## src/inc/pew_defs.vh

```
// Constants for the power event routing and wakeup block
`ifndef PEW_DEFS_VH
`define PEW_DEFS_VH

// Register indices; the byte address is four times the index
`define PEW_IDX_ACPI_STS 8'h00
`define PEW_IDX_ACPI_EN 8'h02
`define PEW_IDX_SMI_STS 8'h10
`define PEW_IDX_SMI_EN1 8'h16
`define PEW_IDX_SMI_ENABLE_SECOND 8'h17
`define PEW_IDX_PME_STATUS_GROUP 8'h30
`define PEW_IDX_PME_GLOBAL_ENABLE 8'h31
`define PEW_IDX_PME_CTL 8'h32
`define PEW_IDX_ACPI_CTL 8'h60
`define PEW_IDX_SUPPLY 8'hf8

// Status and enable group bit positions
`define PEW_B_BTN 0
`define PEW_B_GPE 1
`define PEW_B_ALARM 2
`define PEW_B_OVR 3

// Second SMI enable register bits
`define PEW_B_SMI_SIRQ 6
`define PEW_B_SMI_OUT 7

// First ACPI control register bit
`define PEW_B_SCI 0

// Supply control register bits
`define PEW_B_SOFTWARE_POWER_OFF 0
`define PEW_B_LEGACY 1
`define PEW_B_ALREM 2

// PME control register bits
`define PEW_B_PME_GLB 0
`define PEW_B_PME_ALL 1

// Reset value of every register
`define PEW_RST_REG 8'h00

// Override hold time and clock rate
`define PEW_OVR_TIME_MS 4000
`define PEW_CLK_HZ 20000000
`define PEW_OVR_CYCLES ((`PEW_CLK_HZ / 1000) * `PEW_OVR_TIME_MS)

`endif

```

## src/rtl/pew_top.v

```verilog
// Power event routing, power button override and wakeup control
`timescale 1ns/1ns
`include "pew_defs.vh"
module pew_top #(
  parameter OVR_CYCLES = `PEW_OVR_CYCLES,
  parameter CNT_W = 27,
  parameter NPME = 8,
  parameter NSMI = 8
) (
  input wire pclk,
  input wire presetn,
  input wire psel,
  input wire penable,
  input wire pwrite,
  input wire [11:0] paddr,
  input wire [31:0] pwdata,
  output reg [31:0] prdata,
  output reg pready,
  output reg pslverr,
  input wire button_in_n,
  input wire gpe_event_in,
  input wire alarm_in,
  input wire alarm_missed_in,
  input wire [NPME-1:0] pme_src_in,
  input wire [NSMI-1:0] smi_src_in,
  output reg supply_on_req_n,
  output reg pm_event_out_n,
  output reg pm_event_oe_n,
  output reg legacy_irq_out_n,
  output reg serirq_smi_req
);

  ////////////////////////////////////////////////////////////////////////////
  // Helpers

  // Word-aligned match of a byte address against a register index
  function addr_hit;
    input [11:0] addr;
    input [7:0] idx;
    begin
      addr_hit = (addr[11:2] == {2'b00, idx}) && (addr[1:0] == 2'b00);
    end
  endfunction

  // Write-one-to-clear with set winning over clear
  function [7:0] w1c;
    input [7:0] cur;
    input [7:0] set;
    input [7:0] clr;
    begin
      w1c = (cur & ~clr) | set;
    end
  endfunction

  ////////////////////////////////////////////////////////////////////////////
  // Input synchronisation and edge detection

  localparam SW = 5 + NPME + NSMI;
  wire [SW-1:0] sync_w;
  reg [SW-1:0] sync_d_r;

  pew_sync #(
    .W(SW)
  ) u_sync (
    .pclk(pclk),
    .presetn(presetn),
    .async_in({smi_src_in, pme_src_in, alarm_missed_in, alarm_in, gpe_event_in,
               ~button_in_n, 1'b1}),
    .sync_out(sync_w)
  );

  // Delayed copy for edge detection
  always @(posedge pclk or negedge presetn)
  begin
    if (!presetn)
      sync_d_r <= {SW{1'b0}};
    else
      sync_d_r <= sync_w;
  end

  wire [SW-1:0] rise_w = sync_w & ~sync_d_r;
  wire btn_held = sync_w[1];
  wire btn_press = rise_w[1];
  wire gpe_rise = rise_w[2];
  wire alarm_rise = rise_w[3];
  wire missed_rise = rise_w[4];
  wire [NPME-1:0] pme_rise = rise_w[5 +: NPME];
  wire [NSMI-1:0] smi_rise = rise_w[5 + NPME +: NSMI];

  ////////////////////////////////////////////////////////////////////////////
  // Registers

  reg [7:0] acpi_sts_r;
  reg [7:0] acpi_en_r;
  reg [7:0] smi_sts_r;
  reg [7:0] smi_en1_r;
  reg [7:0] smi_enable_second_r;
  reg [7:0] pme_status_group_r;
  reg [7:0] pme_global_enable_r;
  reg [7:0] pme_ctl_r;
  reg [7:0] acpi_ctl_r;
  reg [7:0] supply_r;
  reg supply_on_r;
  reg [CNT_W-1:0] hold_cnt_r;
  reg hold_done_r;

  wire wr_en = psel && penable && pwrite;
  wire [7:0] wd = pwdata[7:0];
  wire wr_acpi_sts = wr_en && addr_hit(paddr, `PEW_IDX_ACPI_STS);
  wire wr_smi_sts = wr_en && addr_hit(paddr, `PEW_IDX_SMI_STS);
  wire wr_pme_status_group = wr_en && addr_hit(paddr, `PEW_IDX_PME_STATUS_GROUP);
  wire wr_supply = wr_en && addr_hit(paddr, `PEW_IDX_SUPPLY);
  wire software_power_off_wr = wr_supply && wd[`PEW_B_SOFTWARE_POWER_OFF];

  // Routing controls
  wire sci_route_enable = acpi_ctl_r[`PEW_B_SCI];
  wire legacy_route_select = supply_r[`PEW_B_LEGACY];
  wire alarm_remember_enable = supply_r[`PEW_B_ALREM];
  wire smi_output_enable = smi_enable_second_r[`PEW_B_SMI_OUT];
  wire pme_global_enable = pme_ctl_r[`PEW_B_PME_GLB];
  wire all_events_pme_enable = pme_ctl_r[`PEW_B_PME_ALL];
  wire button_override_flag = acpi_sts_r[`PEW_B_OVR];
  wire alarm_en = acpi_en_r[`PEW_B_ALARM];

  ////////////////////////////////////////////////////////////////////////////
  // Power button hold counter

  wire ovr_fire = btn_held && supply_on_r && !hold_done_r &&
                  (hold_cnt_r == OVR_CYCLES[CNT_W-1:0] - 1'b1);

  // Counter restarts on each press and runs only while held with supply on
  always @(posedge pclk or negedge presetn)
  begin
    if (!presetn)
    begin
      hold_cnt_r <= {CNT_W{1'b0}};
      hold_done_r <= 1'b0;
    end
    else if (btn_press || !btn_held)
    begin
      hold_cnt_r <= {CNT_W{1'b0}};
      hold_done_r <= 1'b0;
    end
    else if (ovr_fire)
      hold_done_r <= 1'b1;
    else if (supply_on_r && !hold_done_r)
      hold_cnt_r <= hold_cnt_r + 1'b1;
  end

  ////////////////////////////////////////////////////////////////////////////
  // Status flag updates

  reg [7:0] acpi_set;
  reg [7:0] acpi_clr;
  reg rem_wake;
  reg [7:0] smi_set;
  reg [7:0] pme_set;

  // Hardware set terms and the software and override clear terms of the ACPI group
  always @*
  begin
    rem_wake = missed_rise && alarm_remember_enable;
    acpi_set = 8'h00;
    acpi_set[`PEW_B_BTN] = btn_press;
    acpi_set[`PEW_B_GPE] = gpe_rise;
    acpi_set[`PEW_B_ALARM] = (alarm_rise && alarm_en) || rem_wake;
    acpi_set[`PEW_B_OVR] = ovr_fire;
    acpi_clr = wr_acpi_sts ? wd : 8'h00;
    acpi_clr[`PEW_B_BTN] = acpi_clr[`PEW_B_BTN] | ovr_fire;
    // Source edges widened to the register width
    smi_set = 8'h00;
    smi_set[NSMI-1:0] = smi_rise;
    pme_set = 8'h00;
    pme_set[NPME-1:0] = pme_rise;
  end

  // Flags hold until written with one, or for the press flag until the override fires; a set in the same cycle wins
  always @(posedge pclk or negedge presetn)
  begin
    if (!presetn)
    begin
      acpi_sts_r <= `PEW_RST_REG;
      smi_sts_r <= `PEW_RST_REG;
      pme_status_group_r <= `PEW_RST_REG;
    end
    else
    begin
      acpi_sts_r <= w1c(acpi_sts_r, acpi_set, acpi_clr) & 8'h0f;
      smi_sts_r <= w1c(smi_sts_r, smi_set, wr_smi_sts ? wd : 8'h00);
      pme_status_group_r <= w1c(pme_status_group_r, pme_set, wr_pme_status_group ? wd : 8'h00);
    end
  end

  ////////////////////////////////////////////////////////////////////////////
  // Control registers written by software

  always @(posedge pclk or negedge presetn)
  begin
    if (!presetn)
    begin
      acpi_en_r <= `PEW_RST_REG;
      smi_en1_r <= `PEW_RST_REG;
      smi_enable_second_r <= `PEW_RST_REG;
      pme_global_enable_r <= `PEW_RST_REG;
      pme_ctl_r <= `PEW_RST_REG;
      acpi_ctl_r <= `PEW_RST_REG;
      supply_r <= `PEW_RST_REG;
    end
    else if (wr_en)
    begin
      if (addr_hit(paddr, `PEW_IDX_ACPI_EN))
        acpi_en_r <= wd & 8'h07;
      else if (addr_hit(paddr, `PEW_IDX_SMI_EN1))
        smi_en1_r <= wd;
      else if (addr_hit(paddr, `PEW_IDX_SMI_ENABLE_SECOND))
        smi_enable_second_r <= wd;
      else if (addr_hit(paddr, `PEW_IDX_PME_GLOBAL_ENABLE))
        pme_global_enable_r <= wd;
      else if (addr_hit(paddr, `PEW_IDX_PME_CTL))
        pme_ctl_r <= wd & 8'h03;
      else if (addr_hit(paddr, `PEW_IDX_ACPI_CTL))
        acpi_ctl_r <= wd;
      else if (wr_supply)
        supply_r <= wd & 8'h06; // Power off bit is a command and reads as zero
    end
  end

  ////////////////////////////////////////////////////////////////////////////
  // Event routing and wakeup

  wire [2:0] acpi_act = acpi_sts_r[2:0] & acpi_en_r[2:0];
  wire acpi_any = |acpi_act;
  wire pme_any = |(pme_status_group_r & pme_global_enable_r);
  wire smi_any = |(smi_sts_r & smi_en1_r);
  wire acpi_wake = acpi_any && !button_override_flag;
  wire pme_wake = all_events_pme_enable && pme_any && !button_override_flag;
  wire pme_req = (sci_route_enable && acpi_any)
               || ((pme_global_enable || all_events_pme_enable) && pme_any)
               || (pme_global_enable && acpi_act[`PEW_B_BTN]);
  wire acpi_smi = !sci_route_enable && !legacy_route_select && smi_output_enable
                  && acpi_any;
  wire smi_req = (smi_output_enable && smi_any) || acpi_smi;

  reg supply_nxt;

  // Turning off wins over any wake in the same cycle
  always @*
  begin
    supply_nxt = supply_on_r;
    if (ovr_fire || software_power_off_wr)
      supply_nxt = 1'b0;
    else if (!supply_on_r && btn_press)
      supply_nxt = 1'b1;
    else if (!supply_on_r && (acpi_wake || pme_wake || rem_wake))
      supply_nxt = 1'b1;
  end

  // Registered outputs, active low except serirq_smi_req
  always @(posedge pclk or negedge presetn)
  begin
    if (!presetn)
    begin
      supply_on_r <= 1'b0;
      supply_on_req_n <= 1'b1;
      pm_event_out_n <= 1'b1;
      pm_event_oe_n <= 1'b1;
      legacy_irq_out_n <= 1'b1;
      serirq_smi_req <= 1'b0;
    end
    else
    begin
      supply_on_r <= supply_nxt;
      supply_on_req_n <= ~supply_nxt;
      pm_event_out_n <= ~pme_req;
      pm_event_oe_n <= ~pme_req;
      legacy_irq_out_n <= ~smi_req;
      serirq_smi_req <= smi_req && smi_enable_second_r[`PEW_B_SMI_SIRQ];
    end
  end

  ////////////////////////////////////////////////////////////////////////////
  // APB slave: zero wait states, read data captured in the setup cycle

  reg [7:0] rd_val;
  reg rd_hit;

  // Read multiplexer and address decode
  always @*
  begin
    rd_hit = 1'b1;
    rd_val = 8'h00;
    if (addr_hit(paddr, `PEW_IDX_ACPI_STS))
      rd_val = acpi_sts_r;
    else if (addr_hit(paddr, `PEW_IDX_ACPI_EN))
      rd_val = acpi_en_r;
    else if (addr_hit(paddr, `PEW_IDX_SMI_STS))
      rd_val = smi_sts_r;
    else if (addr_hit(paddr, `PEW_IDX_SMI_EN1))
      rd_val = smi_en1_r;
    else if (addr_hit(paddr, `PEW_IDX_SMI_ENABLE_SECOND))
      rd_val = smi_enable_second_r;
    else if (addr_hit(paddr, `PEW_IDX_PME_STATUS_GROUP))
      rd_val = pme_status_group_r;
    else if (addr_hit(paddr, `PEW_IDX_PME_GLOBAL_ENABLE))
      rd_val = pme_global_enable_r;
    else if (addr_hit(paddr, `PEW_IDX_PME_CTL))
      rd_val = pme_ctl_r;
    else if (addr_hit(paddr, `PEW_IDX_ACPI_CTL))
      rd_val = acpi_ctl_r;
    else if (addr_hit(paddr, `PEW_IDX_SUPPLY))
      rd_val = supply_r;
    else
      rd_hit = 1'b0;
  end

  // Bus answer registers
  always @(posedge pclk or negedge presetn)
  begin
    if (!presetn)
    begin
      prdata <= 32'h00000000;
      pready <= 1'b0;
      pslverr <= 1'b0;
    end
    else
    begin
      pready <= 1'b1;
      if (psel && !penable)
      begin
        prdata <= pwrite ? 32'h00000000 : {24'h000000, rd_val};
        pslverr <= !rd_hit;
      end
    end
  end

endmodule // pew_top

```

## src/rtl/pew_sync.v

```verilog
// Two flip-flop synchroniser for a bundle of asynchronous inputs
`timescale 1ns/1ns
module pew_sync #(
  parameter W = 1
) (
  input wire pclk,
  input wire presetn,
  input wire [W-1:0] async_in,
  output reg [W-1:0] sync_out
);

  reg [W-1:0] meta_r;

  // First stage feeds only the second stage
  always @(posedge pclk or negedge presetn)
  begin
    if (!presetn)
    begin
      meta_r <= {W{1'b0}};
      sync_out <= {W{1'b0}};
    end
    else
    begin
      meta_r <= async_in;
      sync_out <= meta_r;
    end
  end

endmodule // pew_sync

```

## config.mk

```make
export PLATFORM = sky130hd
export DESIGN_NAME = pew_top
export DESIGN_NICKNAME = d
export VERILOG_FILES = /design/src/rtl/pew_top.v /design/src/rtl/pew_sync.v
export VERILOG_INCLUDE_DIRS = /design/src /design/src/inc
export SDC_FILE = /design/constraint.sdc
export NUM_CORES = 1
export LEC_CHECK = 0
export ABC_AREA = 1
export BUFFER_PORTS_ARGS = -buffer_cell sky130_fd_sc_hd__clkbuf_2
export CORE_MARGIN = 4
export CORE_UTILIZATION = 25
export DETAILED_ROUTE_END_ITERATION = 7
export SYNTH_ARGS = -nofsm -noshare
export SYNTH_HDL_FRONTEND = slang
export SYNTH_SLANG_ARGS = --single-unit
```

## constraint.sdc

```tcl
create_clock -name pclk -period 1.7 [get_ports pclk]
set_input_delay 0.085 -clock pclk [delete_from_list [all_inputs] [get_ports pclk]]
set_output_delay 0.085 -clock pclk [all_outputs]
set_load 0.02 [all_outputs]
```

==> results.md, run 1 <==
* Total GRT Usage at between 10% and 20%
* Max IR drop VDD at 0.0006835 V
* Placed cell areas at about 8500 sq um
* Via density at 4.391
* Post-synthesis cell area at ~7600 sq um
* Sequential share of the synthesized area at 53.72%
* Worst skew pair latency at about 0.44 ns
* Maximum clock frequency at roughly 590 MHz
* Post-synthesis compound-gate area fraction at 10.12%
* RSZ-0062 raised after global routing: true
* Final WS setup at around 0.0096 ns
* Core ar. at 29,720 sq um
* Drt initial violations at 553
* First-pass GRT wire length at between 30,000 and 40,000 um
* Overall power at approximately 8 mW
* Clk sinks at around 160
* Ant. Diodes at 0
* Routability cong. at 0.8801
* PD cells at roughly 860 nW/um^2
* Longest Clk Path Bufs at 2
* CTS tree: done
* Adder-cell share of the synthesized area at less than 1%
* Final clock skew at 0.01015 ns
* CP startpoint kind: flip-flop
* Die width at ~180 um
* Outcome: complete, no violations
* Most frequent cells in the layout: 190 x nand2_1, 156 x dfrtp_1, 86 x inv_1
* TNS Setup at 0 ns
* Clock transition at path regs at around 0.07 ns
* RR Startpoint: hold_cnt_r[25]$_DFFE_PN0P_
* Initial core utilization at 25.42%
* Critical Path RT at ~2 ns
* Async set-reset flop share out of synthesis at 100.0%
* Finished Core Util at between 30% and 40%
* Die area at 33,060 sq um
* Largest net degree at the start of global routing at 69
* Crit path max fanout at 6
* I/O Pins at around 110
* Most used DFF post-synth: dfrtp_1
* EDFF count, synth at 0
* Share of layout cells above drive strength 1 at 22.18%
* Layout area overhead at 25.44%
* Mean Syn Cell Area at roughly 8.8 sq um
* Routed Antenna Nets at 0
* Flops & latches, synth at 162
* Hold crit path type: primary input to flip-flop
* Clock buffer count from CTS at 17
* I/O Buffers at 59
* Yosys cell types at 41
* Mapped Cells at roughly 860
* Initial antenna violation count at 1
* Most common cell after layout, fill and taps aside: nand2_1
* Post-Synth Simple-Gate Area at between 20% and 30%
* Hold Startpoint: pwdata[5]
* Placed instance count at about 1,300
* Crit path from: hold_cnt_r[25]$_DFFE_PN0P_
* Gr ovfl total at 0
* Final layout net count at 1,067
* H-tree Lvls at 4
* Setup-failing EPs final at 0
* Final Cell Area at 9475 sq um
* Max Cap Viol at 0
* Final HPWL DP at 14,470 um
* Non-Filler Instances at about 1,400
* Clock root buffer: clkbuf_16
* Drt wl/cell at 14.25 um
* Static leakage at about 4.5 nW
* Final Cycle Share at around 99%
* Least-Margin Pin Slew at around 0.55 ns
* Total number of vias at 6,148
* Hold depth at 3
* Final hold slack at ~0.022 ns
* Slew HR at between 60% and 70%
* Reg2Reg Depth at 10
* Drt total wl at about 20,000 um
* Vias in the first global route at 5,969
* Floorplan row count at 63
* Warnings, synthesis at 0
* CP Class: flip-flop to flip-flop
* Multiplexer area fraction after synthesis at 0%
* DRC violation count after routing at 0
* XOR/XNOR share of the synthesized area at under 10%
* Final Hold Fails at 0
* Setup WS pre-CTS at -0.08328 ns
* First-pass detailed-route iteration total at 5
* Critical path endpoint category: flip-flop
* Main combinational cell family by area after synthesis: simple AND/OR/NAND/NOR gates
* Data arrival time at the worst-slack endpoint at 2.05 ns
* Tmin final at 1.690 ns
* Slew Viols, Final at 0
* Die height at roughly 180 um
layer usage:
layer	up-vias	wire length, um	track usage (%)
li1	3018	-	-
met1	2909	9795	18.17
met2	191	8534	17.59
met3	28	1310	3.105
met4	2	299	3.422
met5	-	13	0
cell families (layout without fill, tap and decap cells):
kind of cell    after synthesis  after routing
compound gates              132            132
xor+xnor                     21             21
fa+ha+maj                     1              1
buf+inv                     149            271
flops                       162            162
other cells                   2             25
simple gates                396            398
registers in the layout, summed over array words and instances (netlist names):
signal,flops
acpi_en_r,3
hold_cnt_r,27
smi_en1_r,8
smi_sts_r,8
supply_on_r,1
supply_on_req_n,1
serirq_smi_req,1
prdata,8
acpi_sts_r,4
hold_done_r,1
pslverr,1
pm_event_oe_n,1
u_sync.sync_out,20
pme_global_enable_r,8
smi_enable_second_r,8
pme_status_group_r,8
acpi_ctl_r,8
supply_r,2
u_sync.meta_r,21
pme_ctl_r,2
sync_d_r,20
legacy_irq_out_n,1
cells in the mapped netlist (4+ instances only):
cell type	number	area, sq um
buf_4	27	202.7
o21ai_0	58	290.3
nand2_2	9	56.30
nor2_1	67	251.5
nand2_1	191	716.9
inv_2	19	71.32
o211ai_1	4	30.03
clkbuf_1	4	15.01
buf_6	4	45.04
nand4_1	24	150.1
dfrtp_1	159	3979
nand3_1	57	285.3
xor2_1	15	131.4
o21ai_2	12	105.1
o21ai_1	32	160.2
buf_2	4	20.02
inv_1	89	334.1
nor2_4	4	45.04
nand2_4	5	56.30
nor3_1	22	110.1
xnor2_1	6	52.55
o31ai_1	7	52.55
a21oi_1	12	60.06
worst max-delay path, cell delays in order, from the launching register on:
cell and delay [ns]:
dfrtp_1 0.39, inv_2 0.06, nand2_1 0.06, nor2_2 0.11, nand4_1 0.10, nor3_2 0.17, nand3_1 0.13, nand2_4 0.21
buf_12 0.15, nand2_4 0.09, o21ai_2 0.14
layout make-up:
cell class | count | area [sq um]
fillers | 3089 | 20240
clock buffers | 19 | 432.9
clock inverters | 13 | 137.6
flip-flops and latches | 162 | 4061
well taps | 390 | 488.0
inverters | 110 | 417.9
multi-input cells | 577 | 2993
repair buffers | 129 | 944.7
report_power, final:
part / internal (mW) / leakage, nW / switching [mW]
Combinational: 0.125 / 2.19 / 0.299
Sequential: 3.93 / 1.99 / 0.0292
Clock: 1.95 / 0.276 / 1.78
what timing repair did:
action,CTS,global route
pin swaps,5,6
endpoints found under the setup margin,20,29
resized for setup,12,20
buffers inserted,1,4
gates cloned,2,1
hold buffers,21,0
hold endpoints to repair,179,0
worst paths after layout:
kind                                                      endpoint  slack [ns]
worst max-delay path                    hold_cnt_r[25]$_DFFE_PN0P_        0.01
worst min-delay path            pme_global_enable_r[5]$_DFFE_PN0P_        0.02
worst max register to register          hold_cnt_r[25]$_DFFE_PN0P_        0.01
worst min register to register        u_sync.sync_out[1]$_DFF_PN0_        0.35
max in group asynchronous          pme_status_group_r[1]$_DFF_PN0_        1.04
min in group asynchronous                    supply_on_r$_DFF_PN0_        0.08
Note: power is estimated with default switching activity, not from simulation.
==> run 2: changes to the inputs <==
--- a/config.mk
+++ b/config.mk
@@ -6,7 +6,6 @@
 export SDC_FILE = /design/constraint.sdc
 export NUM_CORES = 1
 export LEC_CHECK = 0
-export ABC_AREA = 1
 export BUFFER_PORTS_ARGS = -buffer_cell sky130_fd_sc_hd__clkbuf_2
 export CORE_MARGIN = 4
 export CORE_UTILIZATION = 25
==> results.md, run 2 <==
* RSZ-0062 raised after global routing: true
* Die area at 32,360 sq um (-2.1%)
* CP Class: flip-flop to flip-flop
* Failing checks: negative setup slack
* Final HPWL DP at 15,250 um (+5.4%)
* Fill count at 2,905 (-6.0%)
* Die width at 179.9 um (-1.1%)
* Vias in the first global route at 6,139 (+2.8%)
* Clock transition at path regs at 0.07 ns (about the same)
* CTS tree: done
* Post-synth top area share at 53.87% (+1.2 points)
* Warnings, synthesis at 0 (unchanged)
* Biggest register: hold_cnt_r
* Routed Antenna Nets at 0 (unchanged)
* Final Cell Area at 10,190 sq um (+7.5%)
* Async set-reset flop share out of synthesis at 100.0% (unchanged)
* Post-synthesis cell area at 7386 sq um (-2.2%)
* Critical path endpoint category: flip-flop
* Final clock skew at 0.01165 ns (+0.001507 ns)
* Placed cell areas at 9119 sq um (+7.0%)
* Gr ovfl total at 0 (unchanged)
* Setup-failing EPs final at 31 (+31)
* Tmin final at 1.908 ns (+0.2175 ns)
* DR top layer: met4
* H-tree Lvls at 4 (unchanged)
* Initial core utilization at 25.53% (+0.11 points)
* Finished Core Util at 35.20% (+3.3 points)
* Wire length on met2 at 9499 um (+11%)
* CP cell instances: nor4b_4 > nand4_1 > buf_6 > nor4_4 > buf_4 > nand2_4 > a31o_4
* Top Family by Delay on Critical Path: simple AND/OR/NAND/NOR gates
* Most common cell after layout, fill and taps aside: dfrtp_1
* First-pass detailed-route iteration total at 5 (unchanged)
* Mean Syn Cell Area at 10.89 sq um (+24%)
* Routability cong. at 0.9178 (+4.3%)
* Largest net degree at the start of global routing at 57 (-17%)
* Max reg flops at 27 (unchanged)
* Overall power at 8.419 mW (+3.7%)
* Ant. Diodes at 0 (unchanged)
* Maximum clock frequency at 524.1 MHz (-11%)
* Via density at 4.801 (+9.3%)
* Share of layout cells above drive strength 1 at 36.67% (+14 points)
* Flops & latches, synth at 162 (unchanged)
* Die height at 179.9 um (-1.1%)
* Sequential share of the synthesized area at 54.94% (+1.2 points)
* Setup WS pre-CTS at -0.4291 ns (-0.3459 ns)
* Final Hold Fails at 0 (unchanged)
* Largest area contributor in the netlist: dfrtp_1
* Mapped Cells at 678 (-21%)
* Slowest CP cell: dfrtp_1
* Top cells by area, synth: dfrtp_1 54%, mux2_2 5.8%, nand2_1 3.2%
* Floorplan row count at 62 (-1.6%)
* Top Registers: hold_cnt_r x27, u_sync.meta_r x21
* Final hold slack at 0.02461 ns (+0.002433 ns)
* Drt wl/cell at 16.44 um (+15%)
* Clock root buffer: clkbuf_16
* Final Cycle Share at 112.2% (+13 points)
* Yosys cell types at 66 (+61%)
* I/O Buffers at 59 (unchanged)
* WL met3 at 1136 um (-13%)
* Initial antenna violation count at 0 (-1)
* M1 WL at 9895 um (+1.0%)
* DRC violation count after routing at 0 (unchanged)
* Area of the multi-input gates at 3324 sq um (+11%)
* Worst skew pair latency at 0.43 ns (about the same)
* Total GRT Usage at 12.95% (+0.71 points)
* CP Buf/Inv Count at 2 (unchanged)
* Hold depth at 2 (-1)
* Slew Viols, Final at 0 (unchanged)
* Max IR drop VDD at 0.0005787 V (-15%)
* Most used DFF post-synth: dfrtp_1
* First-pass GRT wire length at 33,880 um (+4.7%)
* Drt initial violations at 548 (-0.90%)
* Reg2Reg Depth at 7 (-3)
* CP startpoint kind: flip-flop
* Count leader, synth: dfrtp_1
* Clk sinks at 162 (unchanged)
* Static leakage at 4.471 nW (+0.35%)
* Max stage delay on crit path at 0.41 ns (+0.02 ns)
* Final layout net count at 946 (-11%)
* Most frequent cells in the layout: 159 x dfrtp_1, 119 x buf_4, 60 x nand2_1
* Max Cap Viol at 0 (unchanged)
* Outcome: complete, but fails checks
* Layout area overhead at 37.91%
* Placed instance count at 1,213 (-9.5%)
* Clock buffer count from CTS at 17 (unchanged)
* PD cells at 826.5 nW/um^2 (-3.5%)
* WP depth at 7 (-3)
* I/O Pins at 108 (unchanged)
* FF/Latch Area at 4058 sq um (about the same)
* Hold crit path type: primary input to flip-flop
* Core ar. at 28,940 sq um (-2.6%)
* Crit path max fanout at 4 (-2)
* Final WS setup at -0.2079 ns (-0.2175 ns)
* Drt total wl at 20,930 um (+4.9%)
* TNS Setup at -4.290 ns (-4.290 ns)
* Non-Filler Instances at 1,273 (-9.1%)
* Total number of vias at 6,112 (-0.59%)
* EDFF count, synth at 0 (unchanged)
* Critical Path RT at 2.02 ns (-0.04 ns)
* Longest Clk Path Bufs at 2 (unchanged)
* Data arrival time at the worst-slack endpoint at 2.22 ns (+0.17 ns)
* Most frequent cells after synthesis: 159 x dfrtp_1, 63 x nand2_1, 41 x a21oi_1
run 2: cell type report:
cell class                      count  share of cell area [%]
Tap cell                          384                   4.717
Inverter                           31                   1.142
Clock buffer                       18                   4.213
Timing Repair Buffer              213                   15.76
Multi-Input combinational cell    451                   32.64
Clock inverter                     14                   1.695
Sequential cell                   162                   39.84
run 2: worst register-to-register path: stages, from the launching register on:
cell	delay, ns
dfrtp_1	0.41
nor4b_4	0.31
nand4_1	0.14
buf_6	0.15
nor4_4	0.33
buf_4	0.21
nand2_4	0.05
a31o_4	0.20
run 2: where the power goes:
part | switching [mW] | leakage, nW | internal (mW)
logic | 0.348 | 2.17 | 0.201
clock network | 1.69 | 0.297 | 2.22
registers | 0.0313 | 2.00 | 3.93
run 2: cells by family after synthesis:
family	share of synthesized area [%]
AOI/OAI and AO/OA	13.23
xor gates and xnor gates	0.1186
adders and majority gates	0.1694
buffers and inverters	5.844
DFF	54.94
muxes	7.555
other	0.1017
and+or+nand+nor	18.04
run 2: path summary, 6_finish.rpt:
kind | to | slack (ns) | from
max reg2reg | acpi_sts_r[0]$_DFF_PN0_ | -0.21 | hold_cnt_r[10]$_DFFE_PN0P_
min in group asynchronous | u_sync.sync_out[3]$_DFF_PN0_ | 0.14 | presetn
max | acpi_sts_r[0]$_DFF_PN0_ | -0.21 | hold_cnt_r[10]$_DFFE_PN0P_
min reg2reg | u_sync.sync_out[17]$_DFF_PN0_ | 0.34 | u_sync.meta_r[17]$_DFF_PN0_
max in group asynchronous | u_sync.meta_r[17]$_DFF_PN0_ | 0.88 | presetn
min | smi_en1_r[6]$_DFFE_PN0P_ | 0.02 | pwdata[6]
run 2: per-layer routing:
layer / global-route usage, % / up-vias
li1: - / 2849
met5: 0 / -
met1: 18.50 / 3045
met2: 19.55 / 191
met3: 2.425 / 27
met4: 4.846 / 0
run 2: what timing repair did:
action / CTS / global route
buffers inserted: 5 / 1
pin swaps: 13 / 10
hold buffers: 22 / 0
gates cloned: 0 / 0
setup endpoints to repair: 29 / 35
resized for setup: 18 / 25
endpoints found under the hold margin: 154 / 0
==> run 3: changes to the inputs <==
--- a/config.mk
+++ b/config.mk
@@ -6,10 +6,10 @@
 export SDC_FILE = /design/constraint.sdc
 export NUM_CORES = 1
 export LEC_CHECK = 0
-export BUFFER_PORTS_ARGS = -buffer_cell sky130_fd_sc_hd__clkbuf_2
 export CORE_MARGIN = 4
 export CORE_UTILIZATION = 25
 export DETAILED_ROUTE_END_ITERATION = 7
+export DONT_BUFFER_PORTS = 1
 export SYNTH_ARGS = -nofsm -noshare
 export SYNTH_HDL_FRONTEND = slang
 export SYNTH_SLANG_ARGS = --single-unit
==> results.md, run 3 (synthesis gave the netlist of run 2 again) <==
* Outcome: complete, but fails checks
* Failing checks: negative hold slack, negative setup slack
* Clock transition at path regs at 0.07 ns (about the same)
* Data arrival time at the worst-slack endpoint at 2.23 ns (about the same)
* Int Pwr at 6.478 mW (+2.0%)
* Layout area overhead at 31.92%
* Clock root buffer: clkbuf_16
* PD cells at 863.2 nW/um^2 (+4.4%)
* Crit path max fanout at 22 (+18)
* Most common cell after layout, fill and taps aside: dfrtp_1
* Final HPWL DP at 14,010 um (-8.1%)
* Initial core utilization at 25.53% (unchanged)
* Slowest CP cell: or4_1
* Max reg flops at 27 (unchanged)
* Register share of total power at 47.2% (about the same)
* Clock power frac at 49.0% (+2.6 points)
* H-tree Lvls at 4 (unchanged)
* Net switching power at 1.933 mW (-6.4%)
* Via density at 4.831 (+0.63%)
* Biggest register: hold_cnt_r
* Longest Clk Path Bufs at 2 (unchanged)
* Die height at 179.9 um (unchanged)
* Slew HR at 63.95%
* Maximum clock frequency at 527.2 MHz (+0.59%)
* Slew Viols, Final at 0 (unchanged)
* Vias in the first global route at 5,703 (-7.1%)
* Most frequent cells in the layout: 159 x dfrtp_1, 83 x buf_4, 59 x nand2_1
* Final WS setup at -0.1967 ns (+0.01117 ns)
* First-pass GRT wire length at 32,370 um (-4.5%)
* Floorplan row count at 62 (unchanged)
* Final layout net count at 864 (-8.7%)
* Tmin final at 1.897 ns (-0.01117 ns)
* Total number of vias at 5,759 (-5.8%)
* Die width at 179.9 um (unchanged)
* Placed instance count at 1,116 (-8.0%)
* CTS tree: done
* Clk sinks at 162 (unchanged)
* DRC violation count after routing at 0 (unchanged)
* Critical path endpoint category: flip-flop
* CP Class: flip-flop to flip-flop
* Clock buffer count from CTS at 17 (unchanged)
* Critical Path RT at 2.03 ns (about the same)
* Drt initial violations at 354 (-35%)
* Core ar. at 28,940 sq um (unchanged)
* I/O Pins at 108 (unchanged)
* Hold buffers post-CTS at 30 (+36%)
* First-pass detailed-route iteration total at 5 (unchanged)
* Placed cell areas at 8507 sq um (-6.7%)
* Largest net degree at the start of global routing at 163 (+190%)
* Setup-failing EPs final at 32 (+3.2%)
* Routability cong. at 0.8537 (-7.0%)
* Most frequent cell on the critical path: buf_6
* Max stage delay on crit path at 0.47 ns (+0.06 ns)
* Drt total wl at 20,240 um (-3.3%)
* Final Cycle Share at 111.6% (-0.66 points)
* Die area at 32,360 sq um (unchanged)
* Hold crit path type: primary input to async pin
* Overall power at 8.411 mW (about the same)
* Static leakage at 4.111 nW (-8.0%)
* Max IR drop VDD at 0.0006786 V (+17%)
* Comb power frac at 3.8% (-2.7 points)
* Share of layout cells above drive strength 1 at 28.87% (-7.8 points)
* CP cell instances: and3_4 > nand4_1 > buf_6 > buf_6 > o31ai_4 > buf_12 > or4_1 > a21oi_1
* Total GRT Usage at 12.39% (-0.55 points)
* Final Hold Fails at 162 (+162)
* Routed Antenna Nets at 0 (unchanged)
* Gr ovfl total at 0 (unchanged)
* CP startpoint kind: flip-flop
* Final Cell Area at 9743 sq um (-4.3%)
* RSZ-0062 raised after global routing: true
* Non-Filler Instances at 1,192 (-6.4%)
* Initial antenna violation count at 1 (+1)
* Setup WS pre-CTS at -0.3297 ns (+0.09946 ns)
* Final clock skew at 0.01389 ns (+0.002235 ns)
* Top Registers: hold_cnt_r x27, u_sync.meta_r x21
* Worst skew pair latency at 0.43 ns (about the same)
* Switch share at 22.98% (-1.6 points)
* I/O Buffers at 0 (-100%)
* Max Cap Viol at 0 (unchanged)
* Least-Margin Pin Slew at roughly 0.54 ns
* Drt wl/cell at 16.98 um (+3.3%)
* Final hold slack at -0.6358 ns (-0.6605 ns)
run 3: worst paths after layout:
| check | from | endpoint | slack, ns | cells past startpoint |
|---|---|---|---|---|
| setup / recovery | hold_cnt_r[15]$_DFFE_PN0P_ | hold_cnt_r[14]$_DFFE_PN0P_ | -0.20 | 8 |
| hold / removal | presetn | u_sync.sync_out[3]$_DFF_PN0_ | -0.64 | 0 |
| setup reg to reg | hold_cnt_r[15]$_DFFE_PN0P_ | hold_cnt_r[14]$_DFFE_PN0P_ | -0.20 | 8 |
| hold reg to reg | u_sync.meta_r[13]$_DFF_PN0_ | u_sync.sync_out[13]$_DFF_PN0_ | 0.35 | 0 |
| max in group asynchronous | presetn | legacy_irq_out_n$_DFF_PN1_ | 1.99 | 0 |
| min in group pclk | paddr[3] | pslverr$_DFFE_PN0P_ | 0.03 | 3 |
run 3: final cells by class:
| cell class | instances | area [sq um] |
|---|---|---|
| multi-input combinational | 451 | 3299 |
| clock buffer | 19 | 442.9 |
| inverter | 31 | 116.4 |
| fill | 2906 | 19190 |
| sequential | 162 | 4058 |
| tap | 384 | 480.5 |
| timing repair buffer | 131 | 1156 |
| antenna | 1 | 2.502 |
| clock inverter | 13 | 187.7 |
run 3: what timing repair did:
item	CTS	global route
setup endpoints to repair	32	35
gates resized for setup	21	27
setup buffers	7	7
cloned	1	0
pin swaps	13	18
hold endpoints to repair	247	162
run 3: layer usage:
metal / global-route usage, % / up-vias / share of wire [%]
met1: 17.49 / 2899 / 47
met2: 18.43 / 151 / 45
li1: - / 2686 / -
met3: 3.496 / 23 / 5.7
met4: 3.962 / 0 / 1.8
met5: 0 / - / 0
run 3: critical path, delay by kind of cell (launching register included):
kind	cells	cell delay (ns)
AO/OA/AOI/OAI	2	0.24
buffers and inverters	3	0.40
flip-flops	1	0.39
AND/OR/NAND/NOR	3	0.77
run 3: metrics by stage:
step | util, % | TNS, ns | hold slack, ns
2_1_floorplan | - | -9.504 | -0.2106
3_3_place_gp | 29.40 | -9.243 | -0.2063
3_5_place_dp | 29.40 | -9.922 | -0.2055
4_1_cts | 33.15 | -4.792 | -0.6662
5_1_grt | 33.66 | -5.993 | -0.6701
6_report | 33.67 | -3.825 | -0.6358
run 3: power by group through the flow:
stage                     Clock (mW)  Combinational [mW]  Sequential, mW
after global placement             0               0.221            4.04
after floorplan                    0               0.247            4.03
final                           4.12               0.318            3.97
after CTS                       4.22               0.314            3.97
after detailed placement           0               0.222            4.05
after global routing            4.39               0.345            3.98
